## src/hdl/bioflag_pkg.sv

```systemverilog
// Constants shared by the bio-sensor event flag block.
package bioflag_pkg;
	// Register offsets on the register port
	localparam logic [7:0] ADDR_STATUS_ONE = 8'h00;
	localparam logic [7:0] ADDR_STATUS_TWO = 8'h01;
	localparam logic [7:0] ADDR_ENABLE_ONE = 8'h02;
	localparam logic [7:0] ADDR_ENABLE_TWO = 8'h03;
	localparam logic [7:0] ADDR_FIFO_DATA = 8'h07;
	localparam logic [7:0] ADDR_FIFO_CONFIG = 8'h08;
	localparam logic [7:0] ADDR_SYS_CONTROL = 8'h0d;
	localparam logic [7:0] ADDR_PROX_THRESH = 8'h10;
	localparam logic [7:0] ADDR_IR_AMPLITUDE = 8'h11;
	localparam logic [7:0] ADDR_PILOT_AMPLITUDE = 8'h15;

	// Bit positions in the status and enable registers
	localparam int BIT_NEARLY_FULL = 7;
	localparam int BIT_OPTICAL = 6;
	localparam int BIT_AMBIENT = 5;
	localparam int BIT_PROXIMITY = 4;
	localparam int BIT_BATTERY = 0;
	localparam int BIT_SUPPLY = 7;
	localparam int BIT_CARDIO = 2;

	// FIFO configuration fields and the system control soft reset bit
	localparam int BIT_CLEAR_ON_DATA = 6;
	localparam int BIT_ONCE_TYPE = 5;
	localparam int BIT_ROLLS = 4;
	localparam int FIELD_AFULL_LSB = 0;
	localparam int FIELD_AFULL_W = 4;
	localparam int BIT_SOFT_RESET = 0;

	// Reset values
	localparam logic [7:0] RST_ZERO = 8'h00;
	localparam logic [7:0] RST_FIFO_CONFIG = 8'h0f;

	// Flag vector indices
	localparam int FLAG_COUNT = 7;
	localparam int F_NEARLY_FULL = 0;
	localparam int F_OPTICAL = 1;
	localparam int F_AMBIENT = 2;
	localparam int F_PROXIMITY = 3;
	localparam int F_BATTERY = 4;
	localparam int F_SUPPLY = 5;
	localparam int F_CARDIO = 6;

	// Timing
	localparam int CLOCK_HZ = 125000000;
	localparam int SUPPLY_DELAY_MS = 10;
	localparam int SUPPLY_DELAY_CYCLES = CLOCK_HZ / 1000 * SUPPLY_DELAY_MS;

	localparam int FIFO_DEPTH = 32;

	typedef enum logic [1:0] {
		MODE_IDLE = 2'b00,
		MODE_PROXIMITY = 2'b01,
		MODE_MEASURE = 2'b11
	} optical_mode_t;
endpackage : bioflag_pkg

```

## src/hdl/biosensor_interrupt_flags.sv

```systemverilog
// Event flags, enables, proximity sequencing and combined interrupt.
//
// Function
// - Set nearly-full flag, status one bit 7, when next sample passes threshold.
// - Status one read clears nearly-full; data read clears it only if option set.
// - In measurement mode set optical-ready, status one bit 6, per new sample.
// - Optical-ready clears on status one read or on FIFO data read.
// - Ambient overflow sets status one bit 5; status one read or soft reset clears.
// - Proximity enable zero skips proximity mode, measurement starts at once.
// - In proximity mode threshold crossing sets status one bit 4; read clears.
// - Proximity mode drives IR emitter with pilot amplitude, not normal amplitude.
// - IR count above threshold sets proximity flag and enters measurement mode.
// - Undervoltage sets status one bit 0, read clears; soft reset never sets it.
// - Supply out-of-range sets status two bit 7; status two read clears.
// - Supply fault reports after 10 ms and keeps re-setting while it lasts.
// - Each finished cardio conversion sets status two bit 2.
// - Enable one bits 7..4 are read-write enables, reset zero, one enables.
// - Repeat type zero re-sets nearly-full every sample; one sets once per condition.
// - Enable two holds supply enable bit 7 and cardio enable bit 2, reset zero.
`timescale 1ns/1ps
module biosensor_interrupt_flags
	import bioflag_pkg::*;
#(
	parameter int SUPPLY_DELAY = SUPPLY_DELAY_CYCLES,
	parameter int DEPTH = FIFO_DEPTH,
	parameter int OCC_W = 6
) (
	input wire logic clock_i,
	input wire logic rst_n_i,
	input wire logic [7:0] reg_addr_i,
	input wire logic reg_wr_i,
	input wire logic reg_rd_i,
	input wire logic [7:0] reg_wdata_i,
	output logic [7:0] reg_rdata_o,
	input wire logic [7:0] fifo_data_i,
	input wire logic sample_push_i,
	input wire logic [OCC_W-1:0] fifo_occupancy_i,
	input wire logic ambient_limit_i,
	input wire logic optical_config_i,
	input wire logic ir_sample_i,
	input wire logic [7:0] ir_count_i,
	input wire logic battery_undervoltage_i,
	input wire logic analog_supply_out_of_range_i,
	input wire logic cardio_done_i,
	output logic irq_o,
	output logic proximity_mode_o,
	output logic measure_mode_o,
	output logic [7:0] emitter_amplitude_o,
	output logic soft_reset_o
);
	generate
		if (DEPTH < 2 || DEPTH >= (2 ** OCC_W) || DEPTH <= (2 ** FIELD_AFULL_W) - 1) begin : g_check
			$error("biosensor_interrupt_flags: DEPTH does not fit occupancy width");
		end
	endgenerate

	logic rst_meta_reg;
	logic rst_sync_reg;
	wire logic rst_n;

	// Async assert, sync release
	always_ff @(posedge clock_i or negedge rst_n_i) begin
		if (!rst_n_i) begin
			rst_meta_reg <= 1'b0;
			rst_sync_reg <= 1'b0;
		end else begin
			rst_meta_reg <= 1'b1;
			rst_sync_reg <= rst_meta_reg;
		end
	end
	assign rst_n = rst_sync_reg;

	logic [FLAG_COUNT-1:0] flag_reg;
	logic [FLAG_COUNT-1:0] flag_next;
	logic [FLAG_COUNT-1:0] flag_set;
	logic [FLAG_COUNT-1:0] flag_clr;
	logic [FLAG_COUNT-1:0] enable_reg;
	logic [7:0] fifo_config_reg;
	logic [7:0] prox_thresh_reg;
	logic [7:0] ir_amplitude_reg;
	logic [7:0] pilot_amplitude_reg;
	logic nearly_full_prev_reg;
	optical_mode_t mode_reg;
	optical_mode_t mode_next;

	function automatic logic addr_hit(input logic [7:0] addr, input logic [7:0] target);
		addr_hit = (addr == target);
	endfunction : addr_hit

	wire logic rd_status_one = reg_rd_i && addr_hit(reg_addr_i, ADDR_STATUS_ONE);
	wire logic rd_status_two = reg_rd_i && addr_hit(reg_addr_i, ADDR_STATUS_TWO);
	wire logic rd_fifo_data = reg_rd_i && addr_hit(reg_addr_i, ADDR_FIFO_DATA);
	wire logic wr_enable_one = reg_wr_i && addr_hit(reg_addr_i, ADDR_ENABLE_ONE);
	wire logic wr_enable_two = reg_wr_i && addr_hit(reg_addr_i, ADDR_ENABLE_TWO);
	wire logic wr_fifo_config = reg_wr_i && addr_hit(reg_addr_i, ADDR_FIFO_CONFIG);
	wire logic wr_prox_thresh = reg_wr_i && addr_hit(reg_addr_i, ADDR_PROX_THRESH);
	wire logic wr_ir_amplitude = reg_wr_i && addr_hit(reg_addr_i, ADDR_IR_AMPLITUDE);
	wire logic wr_pilot = reg_wr_i && addr_hit(reg_addr_i, ADDR_PILOT_AMPLITUDE);
	wire logic soft_reset = reg_wr_i && addr_hit(reg_addr_i, ADDR_SYS_CONTROL)
		&& reg_wdata_i[BIT_SOFT_RESET];

	// Status register views
	wire logic [7:0] status_one = {flag_reg[F_NEARLY_FULL], flag_reg[F_OPTICAL],
		flag_reg[F_AMBIENT], flag_reg[F_PROXIMITY], 3'h0, flag_reg[F_BATTERY]};
	wire logic [7:0] status_two = {flag_reg[F_SUPPLY], 4'h0, flag_reg[F_CARDIO], 2'h0};
	wire logic [7:0] enable_one = {enable_reg[F_NEARLY_FULL], enable_reg[F_OPTICAL],
		enable_reg[F_AMBIENT], enable_reg[F_PROXIMITY], 4'h0};
	wire logic [7:0] enable_two = {enable_reg[F_SUPPLY], 4'h0, enable_reg[F_CARDIO], 2'h0};

	// Nearly-full condition: free space at or below the programmed value
	wire logic [OCC_W-1:0] afull_level = OCC_W'(DEPTH)
		- OCC_W'(fifo_config_reg[FIELD_AFULL_LSB +: FIELD_AFULL_W]);
	wire logic nearly_full_cond = fifo_occupancy_i >= afull_level;
	wire logic nearly_full_hit = sample_push_i && nearly_full_cond;
	wire logic nearly_full_set = nearly_full_hit
		&& (!fifo_config_reg[BIT_ONCE_TYPE] || !nearly_full_prev_reg);

	wire logic proximity_hit = (mode_reg == MODE_PROXIMITY) && ir_sample_i
		&& (ir_count_i > prox_thresh_reg);
	wire logic supply_event;
	localparam int SUPPLY_CNT_W = $clog2(SUPPLY_DELAY + 1);

	supply_range_timer #(
		.DELAY_CYCLES(SUPPLY_DELAY),
		.CNT_W(SUPPLY_CNT_W)
	) u_supply_timer (
		.clock_i(clock_i),
		.rst_n_i(rst_n),
		.out_of_range_i(analog_supply_out_of_range_i),
		.event_o(supply_event)
	);

	assign flag_set[F_NEARLY_FULL] = nearly_full_set;
	assign flag_set[F_OPTICAL] = sample_push_i && (mode_reg == MODE_MEASURE);
	assign flag_set[F_AMBIENT] = ambient_limit_i;
	assign flag_set[F_PROXIMITY] = proximity_hit;
	assign flag_set[F_BATTERY] = battery_undervoltage_i;
	assign flag_set[F_SUPPLY] = supply_event;
	assign flag_set[F_CARDIO] = cardio_done_i;

	assign flag_clr[F_NEARLY_FULL] = rd_status_one || soft_reset
		|| (rd_fifo_data && fifo_config_reg[BIT_CLEAR_ON_DATA]);
	assign flag_clr[F_OPTICAL] = rd_status_one || rd_fifo_data || soft_reset;
	assign flag_clr[F_AMBIENT] = rd_status_one || soft_reset;
	assign flag_clr[F_PROXIMITY] = rd_status_one || soft_reset;
	// Soft reset deliberately leaves the battery flag alone
	assign flag_clr[F_BATTERY] = rd_status_one;
	assign flag_clr[F_SUPPLY] = rd_status_two || soft_reset;
	assign flag_clr[F_CARDIO] = rd_status_two || soft_reset;

	function automatic logic sticky(input logic cur, input logic set, input logic clr);
		sticky = set || (cur && !clr);
	endfunction : sticky

	genvar gi;
	generate
		for (gi = 0; gi < FLAG_COUNT; gi++) begin : g_flag
			assign flag_next[gi] = sticky(flag_reg[gi], flag_set[gi], flag_clr[gi]);
		end
	endgenerate

	// Proximity stage only when its interrupt is enabled
	always_comb begin
		mode_next = mode_reg;
		case (mode_reg)
			MODE_IDLE: begin
				if (optical_config_i) begin
					mode_next = enable_reg[F_PROXIMITY] ? MODE_PROXIMITY : MODE_MEASURE;
				end
			end
			MODE_PROXIMITY: begin
				if (!optical_config_i) begin
					mode_next = MODE_IDLE;
				end else if (!enable_reg[F_PROXIMITY]) begin
					mode_next = MODE_MEASURE;
				end else if (proximity_hit) begin
					mode_next = MODE_MEASURE;
				end
			end
			MODE_MEASURE: begin
				if (!optical_config_i) begin
					mode_next = MODE_IDLE;
				end
			end
			default: mode_next = MODE_IDLE;
		endcase
	end

	wire logic [7:0] read_mux = addr_hit(reg_addr_i, ADDR_STATUS_ONE) ? status_one :
		addr_hit(reg_addr_i, ADDR_STATUS_TWO) ? status_two :
		addr_hit(reg_addr_i, ADDR_ENABLE_ONE) ? enable_one :
		addr_hit(reg_addr_i, ADDR_ENABLE_TWO) ? enable_two :
		addr_hit(reg_addr_i, ADDR_FIFO_DATA) ? fifo_data_i :
		addr_hit(reg_addr_i, ADDR_FIFO_CONFIG) ? fifo_config_reg :
		addr_hit(reg_addr_i, ADDR_PROX_THRESH) ? prox_thresh_reg :
		addr_hit(reg_addr_i, ADDR_IR_AMPLITUDE) ? ir_amplitude_reg :
		addr_hit(reg_addr_i, ADDR_PILOT_AMPLITUDE) ? pilot_amplitude_reg : RST_ZERO;

	wire logic any_pending = |(flag_reg & enable_reg);
	wire logic [7:0] amplitude_sel = (mode_next == MODE_PROXIMITY) ? pilot_amplitude_reg
		: ir_amplitude_reg;

	// Flags: the read data captures the old value on the edge the clear lands
	always_ff @(posedge clock_i or negedge rst_n) begin
		if (!rst_n) begin
			flag_reg <= '0;
		end else begin
			flag_reg <= flag_next;
		end
	end

	always_ff @(posedge clock_i or negedge rst_n) begin
		if (!rst_n) begin
			enable_reg <= '0;
			fifo_config_reg <= RST_FIFO_CONFIG;
			prox_thresh_reg <= RST_ZERO;
			ir_amplitude_reg <= RST_ZERO;
			pilot_amplitude_reg <= RST_ZERO;
		end else if (soft_reset) begin
			enable_reg <= '0;
			fifo_config_reg <= RST_FIFO_CONFIG;
			prox_thresh_reg <= RST_ZERO;
			ir_amplitude_reg <= RST_ZERO;
			pilot_amplitude_reg <= RST_ZERO;
		end else begin
			if (wr_enable_one) begin
				enable_reg[F_NEARLY_FULL] <= reg_wdata_i[BIT_NEARLY_FULL];
				enable_reg[F_OPTICAL] <= reg_wdata_i[BIT_OPTICAL];
				enable_reg[F_AMBIENT] <= reg_wdata_i[BIT_AMBIENT];
				enable_reg[F_PROXIMITY] <= reg_wdata_i[BIT_PROXIMITY];
			end
			if (wr_enable_two) begin
				enable_reg[F_SUPPLY] <= reg_wdata_i[BIT_SUPPLY];
				enable_reg[F_CARDIO] <= reg_wdata_i[BIT_CARDIO];
			end
			if (wr_fifo_config) begin
				fifo_config_reg <= reg_wdata_i & 8'h7f;
			end
			if (wr_prox_thresh) begin
				prox_thresh_reg <= reg_wdata_i;
			end
			if (wr_ir_amplitude) begin
				ir_amplitude_reg <= reg_wdata_i;
			end
			if (wr_pilot) begin
				pilot_amplitude_reg <= reg_wdata_i;
			end
		end
	end

	// Battery flag enable has no register; it never reaches the interrupt line
	always_ff @(posedge clock_i or negedge rst_n) begin
		if (!rst_n) begin
			nearly_full_prev_reg <= 1'b0;
			mode_reg <= MODE_IDLE;
			reg_rdata_o <= RST_ZERO;
			irq_o <= 1'b0;
			proximity_mode_o <= 1'b0;
			measure_mode_o <= 1'b0;
			emitter_amplitude_o <= RST_ZERO;
			soft_reset_o <= 1'b0;
		end else begin
			if (sample_push_i) begin
				nearly_full_prev_reg <= nearly_full_cond;
			end
			mode_reg <= soft_reset ? MODE_IDLE : mode_next;
			if (reg_rd_i) begin
				reg_rdata_o <= read_mux;
			end
			irq_o <= any_pending;
			proximity_mode_o <= (mode_next == MODE_PROXIMITY) && !soft_reset;
			measure_mode_o <= (mode_next == MODE_MEASURE) && !soft_reset;
			emitter_amplitude_o <= amplitude_sel;
			soft_reset_o <= soft_reset;
		end
	end
endmodule : biosensor_interrupt_flags

```

## src/hdl/supply_range_timer.sv

```systemverilog
// Persistence timer that turns an out-of-range level into periodic events.
`timescale 1ns/1ps
module supply_range_timer #(
	parameter int DELAY_CYCLES = 1250000,
	parameter int CNT_W = 21
) (
	input wire logic clock_i,
	input wire logic rst_n_i,
	input wire logic out_of_range_i,
	output logic event_o
);
	logic [CNT_W-1:0] count_reg;
	wire logic count_done;

	generate
		// The width bound keeps the power of two below inside a 32-bit int
		if (CNT_W < 1 || CNT_W > 30 || DELAY_CYCLES < 1 || DELAY_CYCLES > (2 ** CNT_W)) begin : g_check
			$error("supply_range_timer: DELAY_CYCLES does not fit the counter");
		end
	endgenerate

	assign count_done = (count_reg == CNT_W'(DELAY_CYCLES - 1));

	// Restarts after each report so the flag keeps coming back while the fault lasts
	always_ff @(posedge clock_i or negedge rst_n_i) begin
		if (!rst_n_i) begin
			count_reg <= '0;
			event_o <= 1'b0;
		end else begin
			event_o <= out_of_range_i && count_done;
			if (!out_of_range_i || count_done) begin
				count_reg <= '0;
			end else begin
				count_reg <= count_reg + CNT_W'(1);
			end
		end
	end
endmodule : supply_range_timer

```

## config.mk

```make
export PLATFORM = sky130hd
export DESIGN_NAME = biosensor_interrupt_flags
export DESIGN_NICKNAME = d
export VERILOG_FILES = /design/src/hdl/bioflag_pkg.sv /design/src/hdl/biosensor_interrupt_flags.sv /design/src/hdl/supply_range_timer.sv
export SDC_FILE = /design/constraint.sdc
export NUM_CORES = 1
export LEC_CHECK = 0
export BUFFER_PORTS_ARGS = -buffer_cell sky130_fd_sc_hd__buf_2
export CAP_MARGIN = 20
export CORE_ASPECT_RATIO = 0.9
export CORE_UTILIZATION = 40
export CTS_BUF_LIST = sky130_fd_sc_hd__clkbuf_8
export CTS_CLUSTER_DIAMETER = 150
export DETAILED_ROUTE_END_ITERATION = 8
export HOLD_SLACK_MARGIN = 0.02
export MAX_ROUTING_LAYER = met4
export PLACE_DENSITY = 0.57
export SLEW_MARGIN = 5
export SYNTH_ARGS = -nofsm -noshare
export SYNTH_HDL_FRONTEND = slang
export SYNTH_HIERARCHICAL = 1
export SYNTH_SLANG_ARGS = --single-unit
```

## constraint.sdc

```tcl
create_clock -name clock_i -period 3.5 [get_ports clock_i]
set_input_delay 0 -clock clock_i [delete_from_list [all_inputs] [get_ports clock_i]]
set_output_delay 0 -clock clock_i [all_outputs]
set_load 0.02 [all_outputs]
```

Word-level counts from Yosys, hierarchy flattened --
Cells that the tools add are included.
Storage, ports and cells: output and inout port bits 20, word-level logic and storage cells 128, input port bits 49, flip-flop bits (word level) 92
Cells by class: mux-type cells 31, add/subtract/negate cells 2, eq/ne operators 14, reduce and logical (&&, ||, !) cells 59, bitwise operators 1, magnitude comparators 2
Operator list (number):
- two-way mux 8 bit | 18
- logical AND 1 bit | 27
- == test 8 x 5 -> 1 bit, second input constant | 3
- adder 21 x 1 -> 21 bit, second input constant | 1
- == test 21 bit, second input constant | 1
- two-way mux 21 bit | 1
- two-way mux 2 bit | 9
- == test 8 x 2 -> 1 bit, second input constant | 2
- == test 8 x 4 -> 1 bit, second input constant | 2
- logical OR 1 bit | 14
- nonzero test 2 bit | 6
- logical NOT 1 bit | 9
- == test 8 x 1 -> 1 bit, second input constant | 1
- == test 8 x 3 -> 1 bit, second input constant | 1
- > comparator 8 bit | 1
- logical NOT 8 bit | 1
- two-way mux 4 bit | 2
- bitwise AND 7 bit | 1
- OR reduction 7 bit | 1
- greater-or-equal comparator 6 bit | 1
- one-hot mux 2 bit (3 select lines) | 1
- subtractor 6 x 4 -> 6 bit, first input constant | 1
- == test 2 x 1 -> 1 bit, second input constant | 2
- == test 2 bit, second input constant | 2
- logical NOT 2 bit | 1

Logic depth before layout (Yosys ltp) --
depth after elaboration 10, mapped depth 8

By module --
Netlist, hierarchy kept.
By module, submodules not included:
- biosensor_interrupt_flags | times used 1, cells an instance 385, area an instance 3752.3 um^2
- supply_range_timer | times used 1, cells an instance 114, area an instance 1141.1 um^2

Worst setup path after synthesis --
No wires, ideal clock.
path kind reg2reg, start register prox_thresh_reg[4], end register emitter_amplitude_o[0], arrival 1838 ps, cell stages (with the launch flop) 8, slack 1537 ps, required time 3375 ps, buffers on the path 0, library setup time 125 ps, clock period less this slack 1963 ps, cells stage by stage dfrtp_1 -> inv_1 -> ha_1 -> and3_1 -> o21ai_0 -> nor4b_1 -> o2111ai_2 -> mux2_2
On the way: longest elaborated chain between the ends 8
Ends and longest elaborated chain:
- from (decl) | line biosensor_interrupt_flags.sv:79 | logic [7:0] prox_thresh_reg;
- from (signal assigned) | line biosensor_interrupt_flags.sv:240 | prox_thresh_reg <= reg_wdata_i;
- > comparator 8 bit | line biosensor_interrupt_flags.sv:119 | && (ir_count_i > prox_thresh_reg);
- logical AND 1 bit | line biosensor_interrupt_flags.sv:119
- two-way mux 2 bit | line biosensor_interrupt_flags.sv:176 | end else if (proximity_hit) begin
- two-way mux 2 bit | line biosensor_interrupt_flags.sv:174 | end else if (!enable_reg[F_PROXIMITY]) begin
- two-way mux 2 bit | line biosensor_interrupt_flags.sv:172 | if (!optical_config_i) begin
- one-hot mux 2 bit (3 select lines) | line biosensor_interrupt_flags.sv:165 | case (mode_reg)
- == test 2 x 1 -> 1 bit | line biosensor_interrupt_flags.sv:200 | wire logic [7:0] amplitude_sel = (mode_next == MODE_PROXIMITY) ? pilot_amplitude_reg
- two-way mux 8 bit | line biosensor_interrupt_flags.sv:200
- net amplitude_sel[0] | line biosensor_interrupt_flags.sv:200
- to (signal assigned) | line biosensor_interrupt_flags.sv:273 | emitter_amplitude_o <= amplitude_sel;
- to (decl) | line biosensor_interrupt_flags.sv:48 | output logic [7:0] emitter_amplitude_o,
The timed path passes the listed nets, and every way through them passes these cells. A chain may end at the register's enable or synchronous reset.

Worst setup path in the final report --
start register prox_thresh_reg[1], end register emitter_amplitude_o[0]
The elaborated chain is that of the path after synthesis.

==> summary.txt <==
Placed design
  – GPL Wtd Cong: 0.8330
  – Final HPWL DP: 9156 um
  – I/O Buffers: 68
  – Placed instance count: 699
  – Post-place setup slack: 1058 ps

Worst setup path
  – Worst reg2reg setup slack: 1010 ps
  – R2R depth: 7
  – Worst Path Required: 3770 ps
  – Endpoint class of the critical path: register
  – Setup crit start kind: register
  – CP Class: register to register
  – Crit path max fanout: 8
  – Worst Path Arrival: 2760 ps
  – CP Launch Point: prox_thresh_reg[1]
  – Critical R2R Launch: prox_thresh_reg[1]
  – Worst r2r dst: emitter_amplitude_o[0]
  – Crit path capture: emitter_amplitude_o[0]

Floorplan
  – Starting Density: 41.95%
  – FP Rows: 37
  – Ports: 69
  – Core area: 0.01167 mm2
  – Die width: 118.6 um
  – Full die area: 0.01268 mm2
  – Die Ht: 106.9 um

Global route
  – Largest net degree at the start of global routing: 58
  – Gr ovfl total: 0
  – Vias in the first global route: 3,972
  – Initial antenna violation count: 0
  – First-pass GRT wire length: 20,870 um
  – GRT Resource Usage Total: 22.14%

Run
  – Max-cap viol count: 0

Yosys
  – Register area share after synthesis: 46.64%
  – Synth Register Bits: 91
  – Synth top cells by count: dfrtp_1 (87), nor2_1 (45), nand2_1 (43)
  – Cell Area, Synth: 0.004893 mm2
  – Yosys cell types: 75
  – Top FF cell, synth: dfrtp_1
  – Area contributors post-synth: dfrtp_1 (44%), ha_1 (4.1%), nand3_1 (3.8%), a21oi_1 (3.7%), mux2i_1 (3.7%)
  – Yosys warns: 6
  – Cell taking the most area after synthesis: dfrtp_1
  – Async SR Flop Fraction: 100.0%
  – Syn_area_per_cell: 9.806 um2
  – Post-synth EDFFs: 0
  – Syn Nets: 564
  – Count leader, synth: dfrtp_1
  – Mapped Cells: 499
  – Post-synth top area share: 44.49%

Cells and area
  – Area grow syn2layout: 16.70%
  – Max FFs per register: 21
  – Antenna diode count: 0
  – Share of cells above drive strength 1: 21.59%
  – Nets: 639
  – Finished Layout Cells: 735
  – FILL cells: 1,171

Timing
  – Setup Skew: 14.01 ps
  – Setup WS post-layout: 1011 ps
  – Post-Route Setup TNS: 0 ps
  – Final setup fails: 0
  – Least-Margin Pin Slew: 769.9 ps
  – Max_slew headroom: 48.20%
  – Final hold vios: 0
  – RSZ-0062 raised after global routing: no
  – Fin crit share: 71.12%
  – Tmin final: 2489 ps
  – Pins Over Slew Limit: 0
  – Fmax: 0.4017 GHz

Clocking
  – Post-CTS setup buffer count: 0
  – Hold buffers post-CTS: 20
  – Clk buf depth: 2
  – Clk sinks: 91
  – CTS tree: done
  – CTS root buf: clkbuf_8
  – H-tree depth: 3
  – Gates resized, CTS repair: 0
  – Worst-path clk slew: 90 ps
  – Clk_lat worst skew: 380 ps
  – Cts bufs inserted: 9

Drt
  – Drt via density: 5.518
  – Remaining antenna violation count: 0
  – WL final: 12,690 um
  – WL met2: 5488 um
  – Avg WL per Cell: 17.26 um
  – First DRT Iteration DRCs: 302
  – Top Metal Used: met4
  – DR pass1 iterations: 5
  – WL met1: 6184 um
  – Met3 WL post-DR: 848 um
  – Vias: 4,056
  – DRC: 0

Power and ir drop
  – Lkg Pwr: 2.620 nW
  – Power Total: 2.082 mW
  – Pwr per Cell Area: 364.7 mW/mm2
  – Maximum vdd drop: 272.0 uV

Outcome
  – Outcome: complete, no violations

Hold path
  – Type of the worst min-delay path: primary input to register
[cell type report]
class	instances	area, um2	share of cell area (%)
Multi-Input combinational cell	359	2394	41.92
Sequential cell	91	2286	40.03
Timing Repair Buffer	91	563.0	9.860
Tap cell	156	195.2	3.418
Clock buffer	12	165.2	2.892
Inverter	22	82.58	1.446
Clock inverter	4	25.02	0.4382
[worst min-delay path by stage]
stage	from	slack, ps	to	cells after the start
floorplan	rst_n_i	-300	rst_meta_reg	0
global placement	rst_n_i	-210	rst_meta_reg	1
detailed placement	rst_n_i	-210	rst_meta_reg	1
CTS	fifo_data_i[0]	30	reg_rdata_o[0]	4
global route	fifo_data_i[0]	70	reg_rdata_o[0]	4
finish	fifo_data_i[0]	40	reg_rdata_o[0]	4
[routing by layer]
| metal | up-vias | track usage (%) |
|---|---|---|
| li1 | 1955 | - |
| met1 | 1957 | 30.71 |
| met2 | 129 | 31.87 |
| met3 | 15 | 5.851 |
| met4 | 0 | 6.148 |
| met5 | - | - |
[cell usage in the layout, fill, tap and decap left out, types with 2 or more instances in the layout]
master and n:
ha_1 16, nand3b_1 2, and4_1 3, a31oi_1 3, nor2_1 45, dfrtp_1 86
a22o_1 3, and3_1 6, buf_2 68, nand3_1 37, xor2_1 9, a32oi_1 2
o22ai_1 2, nor2b_1 2, nor4_1 3, a21boi_0 3, o211ai_1 4, inv_1 22
a221oi_1 3, xnor2_1 4, clkbuf_8 12, nor3_1 3, mux2i_1 18, a21o_1 3
dfstp_2 4, nor3b_1 2, a22oi_1 8, o31ai_1 8, dlygate4sd3_1 20, nand2_1 43
mux2_2 15, nand2b_1 5, a21oi_1 36, buf_4 3, a211oi_1 2, o21ai_0 16
nand4_1 9, nor4b_1 3, or4_1 7
[critical path, cell delays in order, from the launching register on]
cell,delay (ps)
dfrtp_1,380
inv_1,60
ha_1,290
nor2b_1,140
o21ai_0,170
nor4b_1,480
o2111ai_2,450
mux2_2,410
[cell families (layout without fill, tap and decap cells)]
kind of cell | count (synthesis) | count (layout) | synth area share (%)
simple gates | 190 | 190 | 20.69
compound gates | 106 | 106 | 14.60
flops | 91 | 91 | 46.64
buf+inv | 49 | 129 | 4.449
mux | 33 | 33 | 7.134
fa+ha+maj | 16 | 16 | 4.091
xor+xnor | 13 | 13 | 2.327
other cells | 1 | 1 | 0.07663
[per-stage QoR]
| step | hold WS (ps) | utilization (%) | instance area [um2] |
|---|---|---|---|
| after global placement | -214.5 | 45.60 | 5320 |
| after global routing | 74.13 | 48.95 | 5710 |
| after detailed placement | -213.0 | 45.60 | 5320 |
| final | 39.08 | 48.95 | 5710 |
| after CTS | 25.12 | 48.95 | 5710 |
| after floorplan | -295.6 | - | 4893 |
[power by group]
group          internal, mW  total (mW)  switching [mW]  leakage (nW)
Clock                 0.314       0.682           0.368        0.0998
Sequential             1.10        1.14          0.0456          1.19
Combinational         0.109       0.255           0.146          1.33
No activity file was read; power rests on OpenSTA's default activity.
